===== config.mk =====
export PLATFORM = sky130hd
export DESIGN_NAME = sgcr_regs
export DESIGN_NICKNAME = d
export VERILOG_FILES = /design/src/logic/sgcr_pkg.sv /design/src/logic/sgcr_regs.sv /design/src/logic/sgcr_storm_meter.sv
export VERILOG_INCLUDE_DIRS = /design/src /design/src/logic
export SDC_FILE = /design/constraint.sdc
export NUM_CORES = 1
export LEC_CHECK = 0
export ABC_AREA = 1
export ABC_CLOCK_PERIOD_IN_PS = 3300
export CAP_MARGIN = 30
export CORE_MARGIN = 2
export CORE_UTILIZATION = 53
export DETAILED_ROUTE_END_ITERATION = 8
export DONT_BUFFER_PORTS = 1
export GPL_ROUTABILITY_DRIVEN = 0
export PLACE_DENSITY = 0.64
export SLEW_MARGIN = 10
export SYNTH_ARGS = -nofsm -noshare
export SYNTH_HDL_FRONTEND = slang
export SYNTH_SLANG_ARGS = --single-unit

===== constraint.sdc =====
create_clock -name sys_clk -period 3.3 [get_ports sys_clk]
set_input_delay 0.165 -clock sys_clk [delete_from_list [all_inputs] [get_ports sys_clk]]
set_output_delay 0.165 -clock sys_clk [all_outputs]
set_load 0.01 [all_outputs]

===== src/logic/sgcr_cfg.svh =====
// Constants for the switch global configuration register slice
`ifndef SGCR_CFG_SVH
`define SGCR_CFG_SVH

`define SGCR_ADDR_W          8
`define SGCR_OFS_MII_STORM   8'h06
`define SGCR_OFS_STORM_LO    8'h07
`define SGCR_OFS_TEST_A      8'h08
`define SGCR_OFS_TEST_B      8'h09
`define SGCR_OFS_TEST_C      8'h0a
`define SGCR_OFS_LED_CTRL    8'h0b

`define SGCR_BIT_FLOW        5
`define SGCR_BIT_LOW_SPEED   4
`define SGCR_BIT_NULL_VID    3
`define SGCR_BIT_LED_HI      7
`define SGCR_BIT_LED_RSVD    6
`define SGCR_BIT_LED_LO      1

`define SGCR_RST_MII_STORM   8'h00
`define SGCR_RST_STORM_LO    8'h63
`define SGCR_RST_TEST_A      8'h00
`define SGCR_RST_TEST_B      8'h24
`define SGCR_RST_TEST_C      8'h35
`define SGCR_RST_LED_CTRL    8'h08

`define SGCR_CLK_HZ          20000000
`define SGCR_PERIOD_FAST_MS  67
`define SGCR_PERIOD_SLOW_MS  500
`define SGCR_PERIOD_FAST_CYC (`SGCR_PERIOD_FAST_MS * (`SGCR_CLK_HZ / 1000))
`define SGCR_PERIOD_SLOW_CYC (`SGCR_PERIOD_SLOW_MS * (`SGCR_CLK_HZ / 1000))
`define SGCR_PERIOD_W        24
`define SGCR_NUM_PORTS       3

`endif


===== src/logic/sgcr_pkg.sv =====
// Types shared by the switch global configuration register slice
package sgcr_pkg;

  typedef struct packed {
    logic       flow_ctrl_en;
    logic       port3_mii_low_speed;
    logic       null_vlan_id_substitute;
    logic       led_mode_sel_hi;
    logic       led_mode_sel_lo;
    logic [10:0] storm_threshold;
  } sgcr_ctrl_t;

  typedef struct packed {
    logic       sw_mii_rx_bit3_strap;
    logic       sw_mii_rx_bit1_strap;
    logic       led_mode_sel_hi;
    logic       led_mode_sel_lo;
  } sgcr_strap_t;

  typedef enum logic [1:0] {
    SGCR_ST_BOOT = 2'b01,
    SGCR_ST_RUN  = 2'b10
  } sgcr_state_t;

endpackage : sgcr_pkg


===== src/logic/sgcr_regs.sv =====
// Switch global configuration registers: Port 3 MII, storm, LED, test
`timescale 1ns/100ps
`include "sgcr_cfg.svh"

module sgcr_regs #(
  parameter int unsigned FAST_CYC = `SGCR_PERIOD_FAST_CYC,
  parameter int unsigned SLOW_CYC = `SGCR_PERIOD_SLOW_CYC,
  parameter int unsigned NPORT    = `SGCR_NUM_PORTS
) (
  input  wire logic                    sys_clk,
  input  wire logic                    rstn,
  input  wire sgcr_pkg::sgcr_strap_t   strap_pins,
  input  wire logic [`SGCR_ADDR_W-1:0] reg_addr,
  input  wire logic                    reg_wr,
  input  wire logic [7:0]              reg_wdata,
  input  wire logic                    reg_rd,
  output logic [7:0]                   reg_rdata,
  input  wire logic [NPORT-1:0]        port_low_speed,
  input  wire logic [NPORT-1:0]        bcast_block,
  output logic [NPORT-1:0]             storm_drop,
  output sgcr_pkg::sgcr_ctrl_t         ctrl
);
  import sgcr_pkg::*;

  ////////////////////////////////////////////////////////////////////////////
  // Strap pins are asynchronous to sys_clk, two stages before use
  sgcr_strap_t strap_s1_q, strap_s2_q;

  always_ff @(posedge sys_clk) begin
    strap_s1_q <= strap_pins;
    strap_s2_q <= strap_s1_q;
  end

  ////////////////////////////////////////////////////////////////////////////
  sgcr_state_t state_q, state_d;
  logic [7:0]  mii_q, mii_d;
  logic [7:0]  storm_lo_q, storm_lo_d;
  logic [7:0]  test_a_q, test_a_d;
  logic [7:0]  test_b_q, test_b_d;
  logic [7:0]  test_c_q, test_c_d;
  logic [7:0]  led_q, led_d;
  logic [7:0]  rdata_q, rdata_d;
  logic        wr_ok;

  always_comb begin
    state_d    = state_q;
    mii_d      = mii_q;
    storm_lo_d = storm_lo_q;
    test_a_d   = test_a_q;
    test_b_d   = test_b_q;
    test_c_d   = test_c_q;
    led_d      = led_q;
    rdata_d    = rdata_q;
    wr_ok      = 1'b0;
    case (state_q)
      SGCR_ST_BOOT: begin
        // Async reset can only load constants, so straps land here
        mii_d[`SGCR_BIT_FLOW] = strap_s2_q.sw_mii_rx_bit3_strap;
        mii_d[`SGCR_BIT_LOW_SPEED] =
          strap_s2_q.sw_mii_rx_bit1_strap;
        led_d[`SGCR_BIT_LED_HI] = strap_s2_q.led_mode_sel_hi;
        led_d[`SGCR_BIT_LED_LO] = strap_s2_q.led_mode_sel_lo;
        state_d = SGCR_ST_RUN;
      end
      SGCR_ST_RUN: begin
        wr_ok = reg_wr;
      end
      default: begin
        state_d = SGCR_ST_BOOT;
      end
    endcase
    if (wr_ok) begin
      // Plain read/write storage; reserved bits hold whatever is written
      case (reg_addr)
        `SGCR_OFS_MII_STORM: mii_d      = reg_wdata;
        `SGCR_OFS_STORM_LO:  storm_lo_d = reg_wdata;
        `SGCR_OFS_TEST_A:    test_a_d   = reg_wdata;
        `SGCR_OFS_TEST_B:    test_b_d   = reg_wdata;
        `SGCR_OFS_TEST_C:    test_c_d   = reg_wdata;
        `SGCR_OFS_LED_CTRL:  led_d      = reg_wdata;
        default:             ;
      endcase
    end
    if (reg_rd) begin
      case (reg_addr)
        `SGCR_OFS_MII_STORM: rdata_d = mii_q;
        `SGCR_OFS_STORM_LO:  rdata_d = storm_lo_q;
        `SGCR_OFS_TEST_A:    rdata_d = test_a_q;
        `SGCR_OFS_TEST_B:    rdata_d = test_b_q;
        `SGCR_OFS_TEST_C:    rdata_d = test_c_q;
        `SGCR_OFS_LED_CTRL:  rdata_d = led_q;
        default:             rdata_d = 8'h00;
      endcase
    end
  end

  always_ff @(posedge sys_clk or negedge rstn) begin
    if (!rstn) begin
      state_q    <= SGCR_ST_BOOT;
      mii_q      <= `SGCR_RST_MII_STORM;
      storm_lo_q <= `SGCR_RST_STORM_LO;
      test_a_q   <= `SGCR_RST_TEST_A;
      test_b_q   <= `SGCR_RST_TEST_B;
      test_c_q   <= `SGCR_RST_TEST_C;
      led_q      <= `SGCR_RST_LED_CTRL;
      rdata_q    <= 8'h00;
    end else begin
      state_q    <= state_d;
      mii_q      <= mii_d;
      storm_lo_q <= storm_lo_d;
      test_a_q   <= test_a_d;
      test_b_q   <= test_b_d;
      test_c_q   <= test_c_d;
      led_q      <= led_d;
      rdata_q    <= rdata_d;
    end
  end

  assign reg_rdata = rdata_q;

  ////////////////////////////////////////////////////////////////////////////
  // Control outputs are bare register bits, no logic after the flops
  always_comb begin
    ctrl.flow_ctrl_en            = mii_q[`SGCR_BIT_FLOW];
    ctrl.port3_mii_low_speed     = mii_q[`SGCR_BIT_LOW_SPEED];
    ctrl.null_vlan_id_substitute = mii_q[`SGCR_BIT_NULL_VID];
    ctrl.led_mode_sel_hi         = led_q[`SGCR_BIT_LED_HI];
    ctrl.led_mode_sel_lo         = led_q[`SGCR_BIT_LED_LO];
    ctrl.storm_threshold         = {mii_q[2:0], storm_lo_q};
  end

  ////////////////////////////////////////////////////////////////////////////
  // Port 3 speed comes from our own register; ports 1..n-1 from the PHYs
  logic [NPORT-1:0] speed_sel;
  logic [NPORT-1:0] drop_w;

  genvar gp;
  generate
    for (gp = 0; gp < NPORT; gp++) begin : g_port
      if (gp == NPORT - 1) begin : g_mii
        assign speed_sel[gp] = mii_q[`SGCR_BIT_LOW_SPEED];
      end else begin : g_phy
        assign speed_sel[gp] = port_low_speed[gp];
      end
      sgcr_storm_meter #(
        .FAST_CYC (FAST_CYC),
        .SLOW_CYC (SLOW_CYC)
      ) i_sgcr_storm_meter (
        .sys_clk     (sys_clk),
        .rstn        (rstn),
        .low_speed   (speed_sel[gp]),
        .threshold   ({mii_q[2:0], storm_lo_q}),
        .bcast_block (bcast_block[gp]),
        .drop        (drop_w[gp])
      );
    end
  endgenerate

  assign storm_drop = drop_w;
endmodule : sgcr_regs


===== src/logic/sgcr_storm_meter.sv =====
// Per-port broadcast storm meter with its own measurement period
`timescale 1ns/100ps
`include "sgcr_cfg.svh"

module sgcr_storm_meter #(
  parameter int unsigned FAST_CYC = `SGCR_PERIOD_FAST_CYC,
  parameter int unsigned SLOW_CYC = `SGCR_PERIOD_SLOW_CYC
) (
  input  wire logic        sys_clk,
  input  wire logic        rstn,
  input  wire logic        low_speed,
  input  wire logic [10:0] threshold,
  input  wire logic        bcast_block,
  output logic             drop
);
  import sgcr_pkg::*;

  localparam logic [`SGCR_PERIOD_W-1:0] FAST_LAST =
    `SGCR_PERIOD_W'(FAST_CYC - 1);
  localparam logic [`SGCR_PERIOD_W-1:0] SLOW_LAST =
    `SGCR_PERIOD_W'(SLOW_CYC - 1);

  logic [`SGCR_PERIOD_W-1:0] tick_q, tick_d;
  logic [11:0]               count_q, count_d;
  logic                      drop_q, drop_d;
  logic                      period_end;

  ////////////////////////////////////////////////////////////////////////////
  always_comb begin
    period_end = (tick_q >= (low_speed ? SLOW_LAST : FAST_LAST));
    tick_d     = period_end ? '0 : tick_q + 1'b1;
    count_d    = count_q;
    drop_d     = drop_q;
    if (period_end) begin
      // New period starts clean; a block in the boundary cycle counts anew
      count_d = {11'h000, bcast_block};
      drop_d  = 1'b0;
    end else begin
      if (bcast_block && count_q != 12'hfff) begin
        count_d = count_q + 12'h001;
      end
      // Saturating count; a zero threshold drops all but the cycle after each period end
      if (count_d >= {1'b0, threshold}) begin
        drop_d = 1'b1;
      end
    end
  end

  always_ff @(posedge sys_clk or negedge rstn) begin
    if (!rstn) begin
      tick_q  <= '0;
      count_q <= 12'h000;
      drop_q  <= 1'b0;
    end else begin
      tick_q  <= tick_d;
      count_q <= count_d;
      drop_q  <= drop_d;
    end
  end

  assign drop = drop_q;
endmodule : sgcr_storm_meter

==> results of run 1 <==
-- metrics by stage --
step,cells,power (mW),util
2_1_floorplan,1317,3.76,-
3_3_place_gp,1550,3.98,0.543
3_5_place_dp,1550,4.03,0.543
4_1_cts,1595,6.03,0.579
5_1_grt,1595,6.41,0.579
6_report,1595,5.97,0.579
-- layout make-up --
| class | count | area [sq um] |
|---|---|---|
| clock buffers | 20 | 457 |
| clock inverters | 12 | 110 |
| fillers | 1836 | 8180 |
| inverters | 177 | 664 |
| multi-input cells | 928 | 5100 |
| flip-flops and latches | 177 | 4400 |
| well taps | 265 | 332 |
| repair buffers | 16 | 153 |
-- worst paths after layout --
| path | slack, ns | end | startpoint |
|---|---|---|---|
| hold / removal | -0.58 | g_port[2].i_sgcr_storm_meter.tick_q[14]$_DFF_PN0_ | rstn |
| min in group sys_clk | 0.01 | test_a_q[7]$_DFFE_PN0P_ | reg_wdata[7] |
| setup / recovery | 0.43 | g_port[0].i_sgcr_storm_meter.drop$_DFFE_PN0P_ | g_port[0].i_sgcr_storm_meter.count_q[0]$_DFF_PN0_ |
| setup reg to reg | 0.43 | g_port[0].i_sgcr_storm_meter.drop$_DFFE_PN0P_ | g_port[0].i_sgcr_storm_meter.count_q[0]$_DFF_PN0_ |
| max in group asynchronous | 3.55 | test_b_q[5]$_DFFE_PN1P_ | rstn |
| hold reg to reg | 0.33 | strap_s2_q[2]$_DFF_P_ | strap_s1_q[2]$_DFF_P_ |
-- what timing repair did --
| action | in CTS | in global routing |
|---|---|---|
| buffers inserted | 0 | 0 |
| setup endpoints to repair | 0 | 0 |
| endpoints found under the hold margin | 187 | 169 |
-- layer usage --
metal | vias up | routed length [um] | share of wire
met4 | 0 | 209 | 0.0094
li1 | 4253 | - | -
met1 | 3825 | 10900 | 0.49
met5 | - | 0 | 0
met2 | 134 | 10200 | 0.46
met3 | 14 | 829 | 0.037
-- power by group through the flow --
stage	Clock (mW)	Sequential, mW	Combinational (mW)
6_report	1.97	2.71	1.28
5_1_grt	2.12	2.76	1.53
4_1_cts	2.02	2.71	1.30
3_5_place_dp	0	2.75	1.28
3_3_place_gp	0	2.75	1.23
2_1_floorplan	0	2.68	1.08
-- cells in the final DEF, fill, tap and decap left out, types with 5 or more instances in the layout --
cell type | netlist | final
sky130_fd_sc_hd__a21oi_1 | 39 | 39
sky130_fd_sc_hd__clkbuf_16 | 0 | 17
sky130_fd_sc_hd__dfrtp_1 | 157 | 157
sky130_fd_sc_hd__dfstp_2 | 12 | 12
sky130_fd_sc_hd__dfxtp_1 | 8 | 8
sky130_fd_sc_hd__dlygate4sd3_1 | 0 | 13
sky130_fd_sc_hd__ha_1 | 63 | 63
sky130_fd_sc_hd__inv_1 | 171 | 171
sky130_fd_sc_hd__inv_2 | 5 | 5
sky130_fd_sc_hd__inv_6 | 0 | 7
sky130_fd_sc_hd__nand2_1 | 297 | 297
sky130_fd_sc_hd__nand2_2 | 9 | 9
sky130_fd_sc_hd__nand3_1 | 55 | 55
sky130_fd_sc_hd__nand4_1 | 31 | 31
sky130_fd_sc_hd__nor2_1 | 160 | 160
sky130_fd_sc_hd__nor2_2 | 6 | 6
sky130_fd_sc_hd__nor2_4 | 5 | 5
sky130_fd_sc_hd__nor3_1 | 56 | 56
sky130_fd_sc_hd__nor3_2 | 6 | 6
sky130_fd_sc_hd__nor3_4 | 5 | 5
sky130_fd_sc_hd__nor3b_1 | 7 | 7
sky130_fd_sc_hd__nor4_1 | 18 | 18
sky130_fd_sc_hd__o21ai_0 | 72 | 72
sky130_fd_sc_hd__o21ai_1 | 11 | 11
sky130_fd_sc_hd__o21ai_2 | 8 | 8
sky130_fd_sc_hd__xnor2_1 | 11 | 11
sky130_fd_sc_hd__xor2_1 | 42 | 42
-- logic make-up after synthesis --
group,count (synthesis),synth area share
adder cells (fa/ha/maj),63,0.0757
AO/OA/AOI/OAI,142,0.0741
XOR/XNOR,53,0.0446
buffers and inverters,212,0.0874
flip-flops,177,0.423
AND/OR/NAND/NOR,670,0.296
==> qor.txt, run 1 <==
vias post-DR -> 8226
number of cell rows -> 51
worst supply voltage drop on vdd -> 0.336 mV
clk_lat worst skew -> 0.44 ns
Arrival @ worst endpoint -> 3.23 ns
most frequent cell after synthesis -> sky130_fd_sc_hd__nand2_1
root buffer cell -> sky130_fd_sc_hd__clkbuf_16
violations in the final reports -> negative hold slack
leftover overflow at the end of global routing -> 0
critical path launch point type -> register
slowest library cell on the worst path -> sky130_fd_sc_hd__dfrtp_1
pin count of the biggest net entering global routing -> 170
area leader, netlist -> sky130_fd_sc_hd__dfrtp_1
tightest slew margin relative to the limit -> 0.626
TritonCTS Buffers -> 17
remaining routing DRC violations -> 0
Cell Area, Placed -> 0.0105 sq mm
max-capacitance violation count -> 0
routed wire length -> 22100 um
number of iterations in the first detailed-routing pass -> 5
critical path buffer and inverter count -> 3
Worst setup EP type -> register
switching power total -> 1.97 mW
wire length of the first global-routing pass -> 38000 um
Power per Cell Area -> 532 mW/mm^2
Total Neg Setup Slack -> 0 ns
worst-path fanout max -> 8
final setup slack of the worst path -> 0.430 ns
number of buffers inserted by hold repair at cts -> 13
family with the most delay on the worst path -> simple AND/OR/NAND/NOR gates
ratio of cells with drive above 1 in the final layout -> 0.0759
maximum clock frequency -> 0.348 GHz
Starting DRT DRC Count -> 481
worst setup path category -> reg2reg
Vert. Die Dim -> 144 um
distinct cell type count of the synthesized netlist -> 45
transition time at the pin with the least slew margin -> 0.558 ns
run status -> complete, but fails checks
average cell area after synthesis -> 7.91 sq um
I/O Buffers -> 0
Initial Util -> 0.537
I/O pin count -> 57
Power Internal -> 4.00 mW
shortest clock period the worst path allows after layout -> 2.87 ns
share of the synthesized area in the top cell type -> 0.377
worst endpoint required time -> 3.66 ns
Post-Route Skew -> 0.0101 ns
share of async-settable or async-resettable flops after synthesis -> 0.955
dominant cell type by count on the critical path -> sky130_fd_sc_hd__nand2_1
switching power share of the total -> 0.330
met2 usage in global routing -> 0.358
proportion of power drawn by the clock network -> 0.331
post-placement worst setup slack -> 0.482 ns
# H-tree levels -> 4
Clock Sink Count -> 177
met3 capacity usage during global routing -> 0.0464
Reg with most FFs -> g_port.i_sgcr_storm_meter.tick_q
Reg power frac -> 0.454
CTS clk-pin slew, worst paths -> 0.07 ns
unrepaired setup endpoints after global routing -> no
met1 track utilization from global routing -> 0.333
maximum clock path buffer count -> 2
P&R area growth vs syn -> 7.72%
number of antenna violations at the first check in global routing -> 0
Ys Warns -> 0
Crit path largest cell delay -> 0.39 ns
syn_nets -> 1410
final cycle utilization of the critical path -> 0.870
CTS tree -> built
post-detail-place hpwl -> 15800 um
Final Hold Viols -> 169
PostCTS Resize Cnt -> 0
most instantiated cells after synthesis -> sky130_fd_sc_hd__nand2_1 (297), sky130_fd_sc_hd__inv_1 (171), sky130_fd_sc_hd__nor2_1 (160)
number of antenna repair diodes -> 0
number of standard cells after synthesis -> 1317
worst reg-to-reg path cell count -> 16
global routing usage summed across all routing layers -> 0.230
number of nets with antenna violations after detailed routing -> 0
synth top area cells -> sky130_fd_sc_hd__dfrtp_1 (38%), sky130_fd_sc_hd__nand2_1 (11%), sky130_fd_sc_hd__ha_1 (7.6%), sky130_fd_sc_hd__inv_1 (6.2%), sky130_fd_sc_hd__nor2_1 (5.8%)
fraction of the yosys area taken by sequential cells -> 0.423
busiest layer in global routing -> met2
Leak -> 5.34 nW
area of the core -> 0.0194 sq mm
average wire per standard cell -> 13.9 um
area enclosed by the die boundary -> 0.0208 sq mm
main flop type after synthesis -> sky130_fd_sc_hd__dfrtp_1
Vias/cell -> 5.16
flip-flop and latch count after synthesis -> 177
number of synthesized flops with an enable pin -> 0
netlist area before placement -> 0.0104 sq mm
registers with the highest flip-flop counts -> g_port.i_sgcr_storm_meter.tick_q: 72 flops, g_port.i_sgcr_storm_meter.count_q: 36 flops
flip-flop count of the largest register after layout -> 72
critical-path cell list -> ha_1 -> nand3_1 -> nor3_1 -> nand2_1 -> nand2_2 -> inv_1 -> o21ai_0 -> inv_1 -> ha_1 -> inv_1 -> o31a_1 -> nand2_1 -> nand2_1 -> nand2_1 -> nand2_1 -> a21oi_1
final design instance area without fill -> 0.0112 sq mm
number of nets in the final layout -> 1410
Slew Viols, Final -> 0
Die Wd -> 144 um
via count of the first global-routing pass -> 7858
hold crit path type -> in2async
logic depth of the worst path, buffers included -> 16
final count of negative-setup-slack endpoints -> 0
final hold slack -> -0.575 ns
share of total power in combinational logic -> 0.215
Power figures use the tool's default switching activity.
==> inputs of run 2 (changes only) <==
--- a/config.mk
+++ b/config.mk
@@ -7,14 +7,14 @@
 export NUM_CORES = 1
 export LEC_CHECK = 0
 export ABC_AREA = 1
-export ABC_CLOCK_PERIOD_IN_PS = 3300
+export ABC_CLOCK_PERIOD_IN_PS = 2550
 export CAP_MARGIN = 30
 export CORE_MARGIN = 2
 export CORE_UTILIZATION = 53
 export DETAILED_ROUTE_END_ITERATION = 8
 export DONT_BUFFER_PORTS = 1
 export GPL_ROUTABILITY_DRIVEN = 0
-export PLACE_DENSITY = 0.64
+export PLACE_DENSITY = 0.67
 export SLEW_MARGIN = 10
 export SYNTH_ARGS = -nofsm -noshare
 export SYNTH_HDL_FRONTEND = slang
==> constraint.sdc (replaced) <==
create_clock -name sys_clk -period 2.55 [get_ports sys_clk]
set_input_delay 0.1275 -clock sys_clk [delete_from_list [all_inputs] [get_ports sys_clk]]
set_output_delay 0.1275 -clock sys_clk [all_outputs]
set_load 0.01 [all_outputs]
==> run 2 against run 1 <==
Net effect: the flow still finishes with violations (negative hold slack); cell count increased by 1.4%; first-iteration DRC count increased by 22%; global-route usage increased by 0.42 points; fmax increased by 17%; routed wire length increased by 3.3%; via count increased by 1.8%; register-to-register slack got worse by 0.33 ns; clock-buffer cell count decreased by 1; cell area increased by 3.1%; clock power increased by 29%; critical path type unchanged; critical path depth increased by 4.
==> qor.txt, run 2 (synthesis gave the netlist of run 1 again) <==
final cycle utilization of the critical path -> 0.961
max-capacitance violation count -> 0
post-placement worst setup slack -> 0.0310 ns
Clock Sink Count -> 177
Vert. Die Dim -> 144 um
worst r2r dst -> g_port[0].i_sgcr_storm_meter.drop$_DFFE_PN0P_
worst-path fanout max -> 6
final hold slack -> -0.618 ns
leftover overflow at the end of global routing -> 0
number of buffers inserted by hold repair at cts -> 15
P&R area growth vs syn -> 11.1%
number of nets in the final layout -> 1433
Cell Area, Placed -> 0.0106 sq mm
worst supply voltage drop on vdd -> 0.499 mV
worst endpoint required time -> 2.92 ns
Worst setup EP type -> register
number of cell rows -> 51
worst setup path category -> reg2reg
Final Hold Viols -> 169
clk_lat worst skew -> 0.44 ns
Total Neg Setup Slack -> 0 ns
remaining routing DRC violations -> 0
I/O pin count -> 57
# H-tree levels -> 4
worst reg-to-reg path cell count -> 20
final design instance area without fill -> 0.0116 sq mm
global routing usage summed across all routing layers -> 0.235
average wire per standard cell -> 14.1 um
Leak -> 5.46 nW
registers with the highest flip-flop counts -> g_port.i_sgcr_storm_meter.tick_q: 72 flops, g_port.i_sgcr_storm_meter.count_q: 36 flops
routed wire length -> 22900 um
tightest slew margin relative to the limit -> 0.643
via count of the first global-routing pass -> 8106
Die Wd -> 144 um
number of nets with antenna violations after detailed routing -> 0
final setup slack of the worst path -> 0.0983 ns
violations in the final reports -> negative hold slack
end-of-flow core utilization -> 0.597
most common cell after layout, fill and taps aside -> sky130_fd_sc_hd__nand2_1
area enclosed by the die boundary -> 0.0208 sq mm
pin count of the biggest net entering global routing -> 170
commonest cells after routing, fill and taps aside -> sky130_fd_sc_hd__nand2_1 (294), sky130_fd_sc_hd__inv_1 (168), sky130_fd_sc_hd__nor2_1 (156), sky130_fd_sc_hd__dfrtp_1 (156), sky130_fd_sc_hd__o21ai_0 (69)
run status -> complete, but fails checks
area of the core -> 0.0194 sq mm
Power per Cell Area -> 686 mW/mm^2
Worst setup endpoint -> g_port[0].i_sgcr_storm_meter.drop$_DFFE_PN0P_
Initial Util -> 0.537
root buffer cell -> sky130_fd_sc_hd__clkbuf_16
hold crit path type -> in2async
FF-to-FF setup slack -> 0.1 ns
final count of negative-setup-slack endpoints -> 0
Post-Route Skew -> 0.0114 ns
number of antenna violations at the first check in global routing -> 0
FILL cells -> 1791
transition time at the pin with the least slew margin -> 0.534 ns
flip-flop count of the largest register after layout -> 72
post-layout total power -> 7.94 mW
wire length of the first global-routing pass -> 38900 um
CTS tree -> built
number of iterations in the first detailed-routing pass -> 6
maximum clock path buffer count -> 2
number of antenna repair diodes -> 0
CTS clk-pin slew, worst paths -> 0.07 ns
TritonCTS Buffers -> 17
Reg with most FFs -> g_port.i_sgcr_storm_meter.tick_q
critical path launch point type -> register
shortest clock period the worst path allows after layout -> 2.45 ns
vias post-DR -> 8371
Slew Viols, Final -> 0
count of non-filler cells in the finished layout -> 1618
Vias/cell -> 5.17
ratio of cells with drive above 1 in the final layout -> 0.112
count of placed standard cells including taps -> 1563
launch point of the worst reg-to-reg path -> g_port[0].i_sgcr_storm_meter.count_q[1]$_DFF_PN0_
I/O Buffers -> 0
Starting DRT DRC Count -> 587
unrepaired setup endpoints after global routing -> yes
post-detail-place hpwl -> 15900 um
Arrival @ worst endpoint -> 2.82 ns
launch point of the critical path -> g_port[0].i_sgcr_storm_meter.count_q[1]$_DFF_PN0_
maximum clock frequency -> 0.408 GHz
==> run 2: worst min-delay path by stage <==
stage,depth (start not counted),slack [ns],from,endpoint
after global routing,0,-0.63,rstn,g_port[2].i_sgcr_storm_meter.tick_q[19]$_DFF_PN0_
after floorplan,0,-0.17,rstn,g_port[0].i_sgcr_storm_meter.count_q[0]$_DFF_PN0_
after CTS,0,-0.63,rstn,g_port[2].i_sgcr_storm_meter.tick_q[19]$_DFF_PN0_
after detailed placement,0,-0.16,rstn,g_port[2].i_sgcr_storm_meter.tick_q[19]$_DFF_PN0_
final,0,-0.62,rstn,g_port[2].i_sgcr_storm_meter.tick_q[19]$_DFF_PN0_
after global placement,0,-0.16,rstn,g_port[2].i_sgcr_storm_meter.tick_q[19]$_DFF_PN0_
==> run 2: final cells by class <==
type	instances	area [sq um]	area share
timing repair buffer	39	357	0.0308
sequential	177	4410	0.381
clock buffer	19	453	0.0391
inverter	177	668	0.0577
clock inverter	13	119	0.0103
tap	265	332	0.0286
multi-input combinational	928	5240	0.453
==> run 2: where the power goes <==
part / total (mW) / internal (mW) / switching, mW
Combinational: 1.88 / 0.795 / 1.08
Clock: 2.55 / 1.34 / 1.22
Sequential: 3.51 / 3.17 / 0.345
==> run 2: per-layer routing <==
layer	track usage	share of wire	vias up
li1	-	-	4294
met1	0.331	0.49	3888
met2	0.376	0.46	164
met3	0.0467	0.040	25
met4	0.0537	0.011	0
met5	0	0	-
==> run 2: worst max-delay path: stages, from the launching register on <==
cell	delay, ns
sky130_fd_sc_hd__dfrtp_1	0.38
sky130_fd_sc_hd__ha_2	0.21
sky130_fd_sc_hd__nand3_2	0.10
sky130_fd_sc_hd__nor3_2	0.17
sky130_fd_sc_hd__nand2_1	0.11
sky130_fd_sc_hd__nand2_2	0.14
sky130_fd_sc_hd__buf_6	0.14
sky130_fd_sc_hd__nor2_2	0.04
sky130_fd_sc_hd__xor2_1	0.18
sky130_fd_sc_hd__inv_1	0.07
sky130_fd_sc_hd__ha_1	0.27
sky130_fd_sc_hd__nand2_1	0.05
sky130_fd_sc_hd__nand2_1	0.05
sky130_fd_sc_hd__nand2_1	0.04
sky130_fd_sc_hd__nand2_1	0.05
sky130_fd_sc_hd__nand2_1	0.05
sky130_fd_sc_hd__nand2_1	0.06
sky130_fd_sc_hd__nand2_1	0.05
sky130_fd_sc_hd__nand2_1	0.07
sky130_fd_sc_hd__nand2_1	0.06
sky130_fd_sc_hd__a21oi_2	0.11
==> run 2: what timing repair did <==
action,in CTS,in global routing
endpoints found under the hold margin,214,169
setup buffers,0,8
endpoints found under the setup margin,0,36
gates resized for setup,0,40
==> inputs of run 3 (changes only) <==
--- a/config.mk
+++ b/config.mk
@@ -8,7 +8,7 @@
 export LEC_CHECK = 0
 export ABC_AREA = 1
 export ABC_CLOCK_PERIOD_IN_PS = 2550
-export CAP_MARGIN = 30
+export CORE_ASPECT_RATIO = 0.8
 export CORE_MARGIN = 2
 export CORE_UTILIZATION = 53
 export DETAILED_ROUTE_END_ITERATION = 8
==> run 3 against run 2 <==
Net effect: the run still ends with negative hold slack left; non-clock buffer count is 4 higher; fmax is 2.8% lower; worst hold slack better by 0.00063 ns; via count is 1.3% higher; register-to-register slack worse by 0.07 ns; total power is 2.2% higher; clock skew is 0.0050 ns higher; clock power is 4% higher; sequential cell count stayed put; cell area is 0.51% higher; die area hardly changed; critical path type unchanged; highest routed layer unchanged.
==> qor.txt, run 3 (synthesis gave the netlist of run 1 again) <==
run status -> complete, but fails checks
violations in the final reports -> negative hold slack
commonest cells after routing, fill and taps aside -> sky130_fd_sc_hd__nand2_1 (292), sky130_fd_sc_hd__inv_1 (170), sky130_fd_sc_hd__dfrtp_1 (157)
ratio of cells with drive above 1 in the final layout -> 0.115
average wire per standard cell -> 14.6 um
count of non-filler cells in the finished layout -> 1615
critical path buffer and inverter count -> 3
shortest clock period the worst path allows after layout -> 2.52 ns
Initial Util -> 0.544
transition time at the pin with the least slew margin -> 0.536 ns
Power Internal -> 5.32 mW
launch point of the critical path -> g_port[0].i_sgcr_storm_meter.count_q[1]$_DFF_PN0_
switching power total -> 2.80 mW
count of placed standard cells including taps -> 1560
Power per Cell Area -> 698 mW/mm^2
Sequential cell area -> 0.00440 sq mm
Total Neg Setup Slack -> 0 ns
global routing usage summed across all routing layers -> 0.236
maximum clock frequency -> 0.396 GHz
tightest slew margin relative to the limit -> 0.642
registers with the highest flip-flop counts -> g_port.i_sgcr_storm_meter.tick_q: 72 flops, g_port.i_sgcr_storm_meter.count_q: 36 flops
flip-flop count of the largest register after layout -> 72
Post-Route Skew -> 0.0164 ns
number of nets in the final layout -> 1437
critical path launch point type -> register
Starting DRT DRC Count -> 664
proportion of power drawn by the clock network -> 0.327
number of iterations in the first detailed-routing pass -> 5
pin count of the biggest net entering global routing -> 170
final count of negative-setup-slack endpoints -> 0
number of nets with antenna violations after detailed routing -> 0
I/O Buffers -> 0
CTS tree -> built
number of antenna repair diodes -> 0
launch point of the worst reg-to-reg path -> g_port[0].i_sgcr_storm_meter.count_q[1]$_DFF_PN0_
root buffer cell -> sky130_fd_sc_hd__clkbuf_16
remaining routing DRC violations -> 0
FF-to-FF setup slack -> 0.03 ns
worst r2r dst -> g_port[0].i_sgcr_storm_meter.drop$_DFFE_PN0P_
slowest library cell on the worst path -> sky130_fd_sc_hd__dfrtp_1
worst reg-to-reg path cell count -> 16
Leak -> 5.51 nW
final cycle utilization of the critical path -> 0.989
leftover overflow at the end of global routing -> 0
number of cell rows -> 45
end-of-flow core utilization -> 0.608
Arrival @ worst endpoint -> 2.89 ns
Final Hold Viols -> 169
max-capacitance violation count -> 0
Crit path largest cell delay -> 0.39 ns
dominant cell type by count on the critical path -> sky130_fd_sc_hd__nand2_1
worst-path fanout max -> 8
unrepaired setup endpoints after global routing -> yes
vias post-DR -> 8476
# H-tree levels -> 4
via count of the first global-routing pass -> 7943
share of total power in combinational logic -> 0.241
final hold slack -> -0.618 ns
post-placement worst setup slack -> -0.0161 ns
wire length of the first global-routing pass -> 39500 um
critical-path cell list -> ha_2 -> nand3_2 -> nor3_2 -> nand2_1 -> nand2_4 -> inv_2 -> o21ai_1 -> inv_1 -> ha_1 -> inv_1 -> o31a_1 -> nand2_1 -> nand2_1 -> nand2_1 -> nand2_1 -> a21oi_2
FILL cells -> 1746
Worst setup EP type -> register
clk_lat worst skew -> 0.44 ns
Clock Sink Count -> 177
routed wire length -> 23500 um
Die Wd -> 161 um
Reg power frac -> 0.431
number of antenna violations at the first check in global routing -> 0
TritonCTS Buffers -> 17
final setup slack of the worst path -> 0.0272 ns
post-layout total power -> 8.12 mW
Vias/cell -> 5.25
switching power share of the total -> 0.344
worst endpoint required time -> 2.91 ns
P&R area growth vs syn -> 11.6%
worst supply voltage drop on vdd -> 0.414 mV
Worst setup endpoint -> g_port[0].i_sgcr_storm_meter.drop$_DFFE_PN0P_
CTS clk-pin slew, worst paths -> 0.07 ns
post-detail-place hpwl -> 16300 um
hold crit path type -> in2async
Reg with most FFs -> g_port.i_sgcr_storm_meter.tick_q
Slew Viols, Final -> 0
area of the core -> 0.0191 sq mm
maximum clock path buffer count -> 2
logic depth of the worst path, buffers included -> 16
I/O pin count -> 57
area enclosed by the die boundary -> 0.0208 sq mm
family with the most delay on the worst path -> simple AND/OR/NAND/NOR gates
worst setup path category -> reg2reg
multi-input gate area in the final layout -> 0.00526 sq mm
most common cell after layout, fill and taps aside -> sky130_fd_sc_hd__nand2_1
Vert. Die Dim -> 129 um
-- run 3: cell types whose count changed in the layout (fill, tap and decap cells not counted), moves of 3 or more --
cell                         delta
sky130_fd_sc_hd__clkinv_8       +3
sky130_fd_sc_hd__clkinvlp_4     -3
sky130_fd_sc_hd__clkbuf_8       -3
sky130_fd_sc_hd__buf_4          +5
-- run 3: timing repair --
action / in CTS / in global routing
setup buffers: 0 / 8
hold buffers: 14 / 1
pin swaps: 0 / 7
endpoints found under the setup margin: 1 / 4
hold endpoints to repair: 202 / 170
gates resized for setup: 2 / 38
-- run 3: layout make-up --
| cell class | instances | share of cell area |
|---|---|---|
| flip-flops and latches | 177 | 0.379 |
| well taps | 258 | 0.0278 |
| clock buffers | 17 | 0.0366 |
| clock inverters | 15 | 0.0153 |
| multi-input cells | 928 | 0.452 |
| inverters | 177 | 0.0571 |
| repair buffers | 43 | 0.0327 |
-- run 3: worst min-delay path by stage --
stage               from                                                 to  slack [ns]  cells after the start
floorplan           rstn  g_port[0].i_sgcr_storm_meter.count_q[0]$_DFF_PN0_       -0.17                      0
global placement    rstn  g_port[2].i_sgcr_storm_meter.tick_q[18]$_DFF_PN0_       -0.16                      0
detailed placement  rstn  g_port[2].i_sgcr_storm_meter.tick_q[18]$_DFF_PN0_       -0.16                      0
CTS                 rstn  g_port[2].i_sgcr_storm_meter.tick_q[23]$_DFF_PN0_       -0.63                      0
global route        rstn  g_port[2].i_sgcr_storm_meter.tick_q[19]$_DFF_PN0_       -0.63                      0
finish              rstn  g_port[2].i_sgcr_storm_meter.tick_q[19]$_DFF_PN0_       -0.62                      0
-- run 3: through the flow --
| step | hold slack, ns | instance area (sq um) |
|---|---|---|
| floorplan | -0.168 | 10400 |
| global placement | -0.163 | 10700 |
| detailed placement | -0.163 | 10700 |
| CTS | -0.632 | 11400 |
| global route | -0.635 | 11600 |
| finish | -0.618 | 11600 |
-- run 3: routing by layer --
metal	global-route usage	wire length (um)
met1	0.360	12100
met2	0.348	10000
met3	0.0432	1120
met4	0.0604	304
met5	0	0
-- run 3: power by group through the flow --
stage / registers (mW) / logic (mW) / clock network [mW]
after floorplan: 3.46 / 1.40 / 0
after global placement: 3.53 / 1.70 / 0
after detailed placement: 3.54 / 1.78 / 0
after CTS: 3.49 / 1.81 / 2.71
after global routing: 3.55 / 2.29 / 2.83
final: 3.50 / 1.96 / 2.66
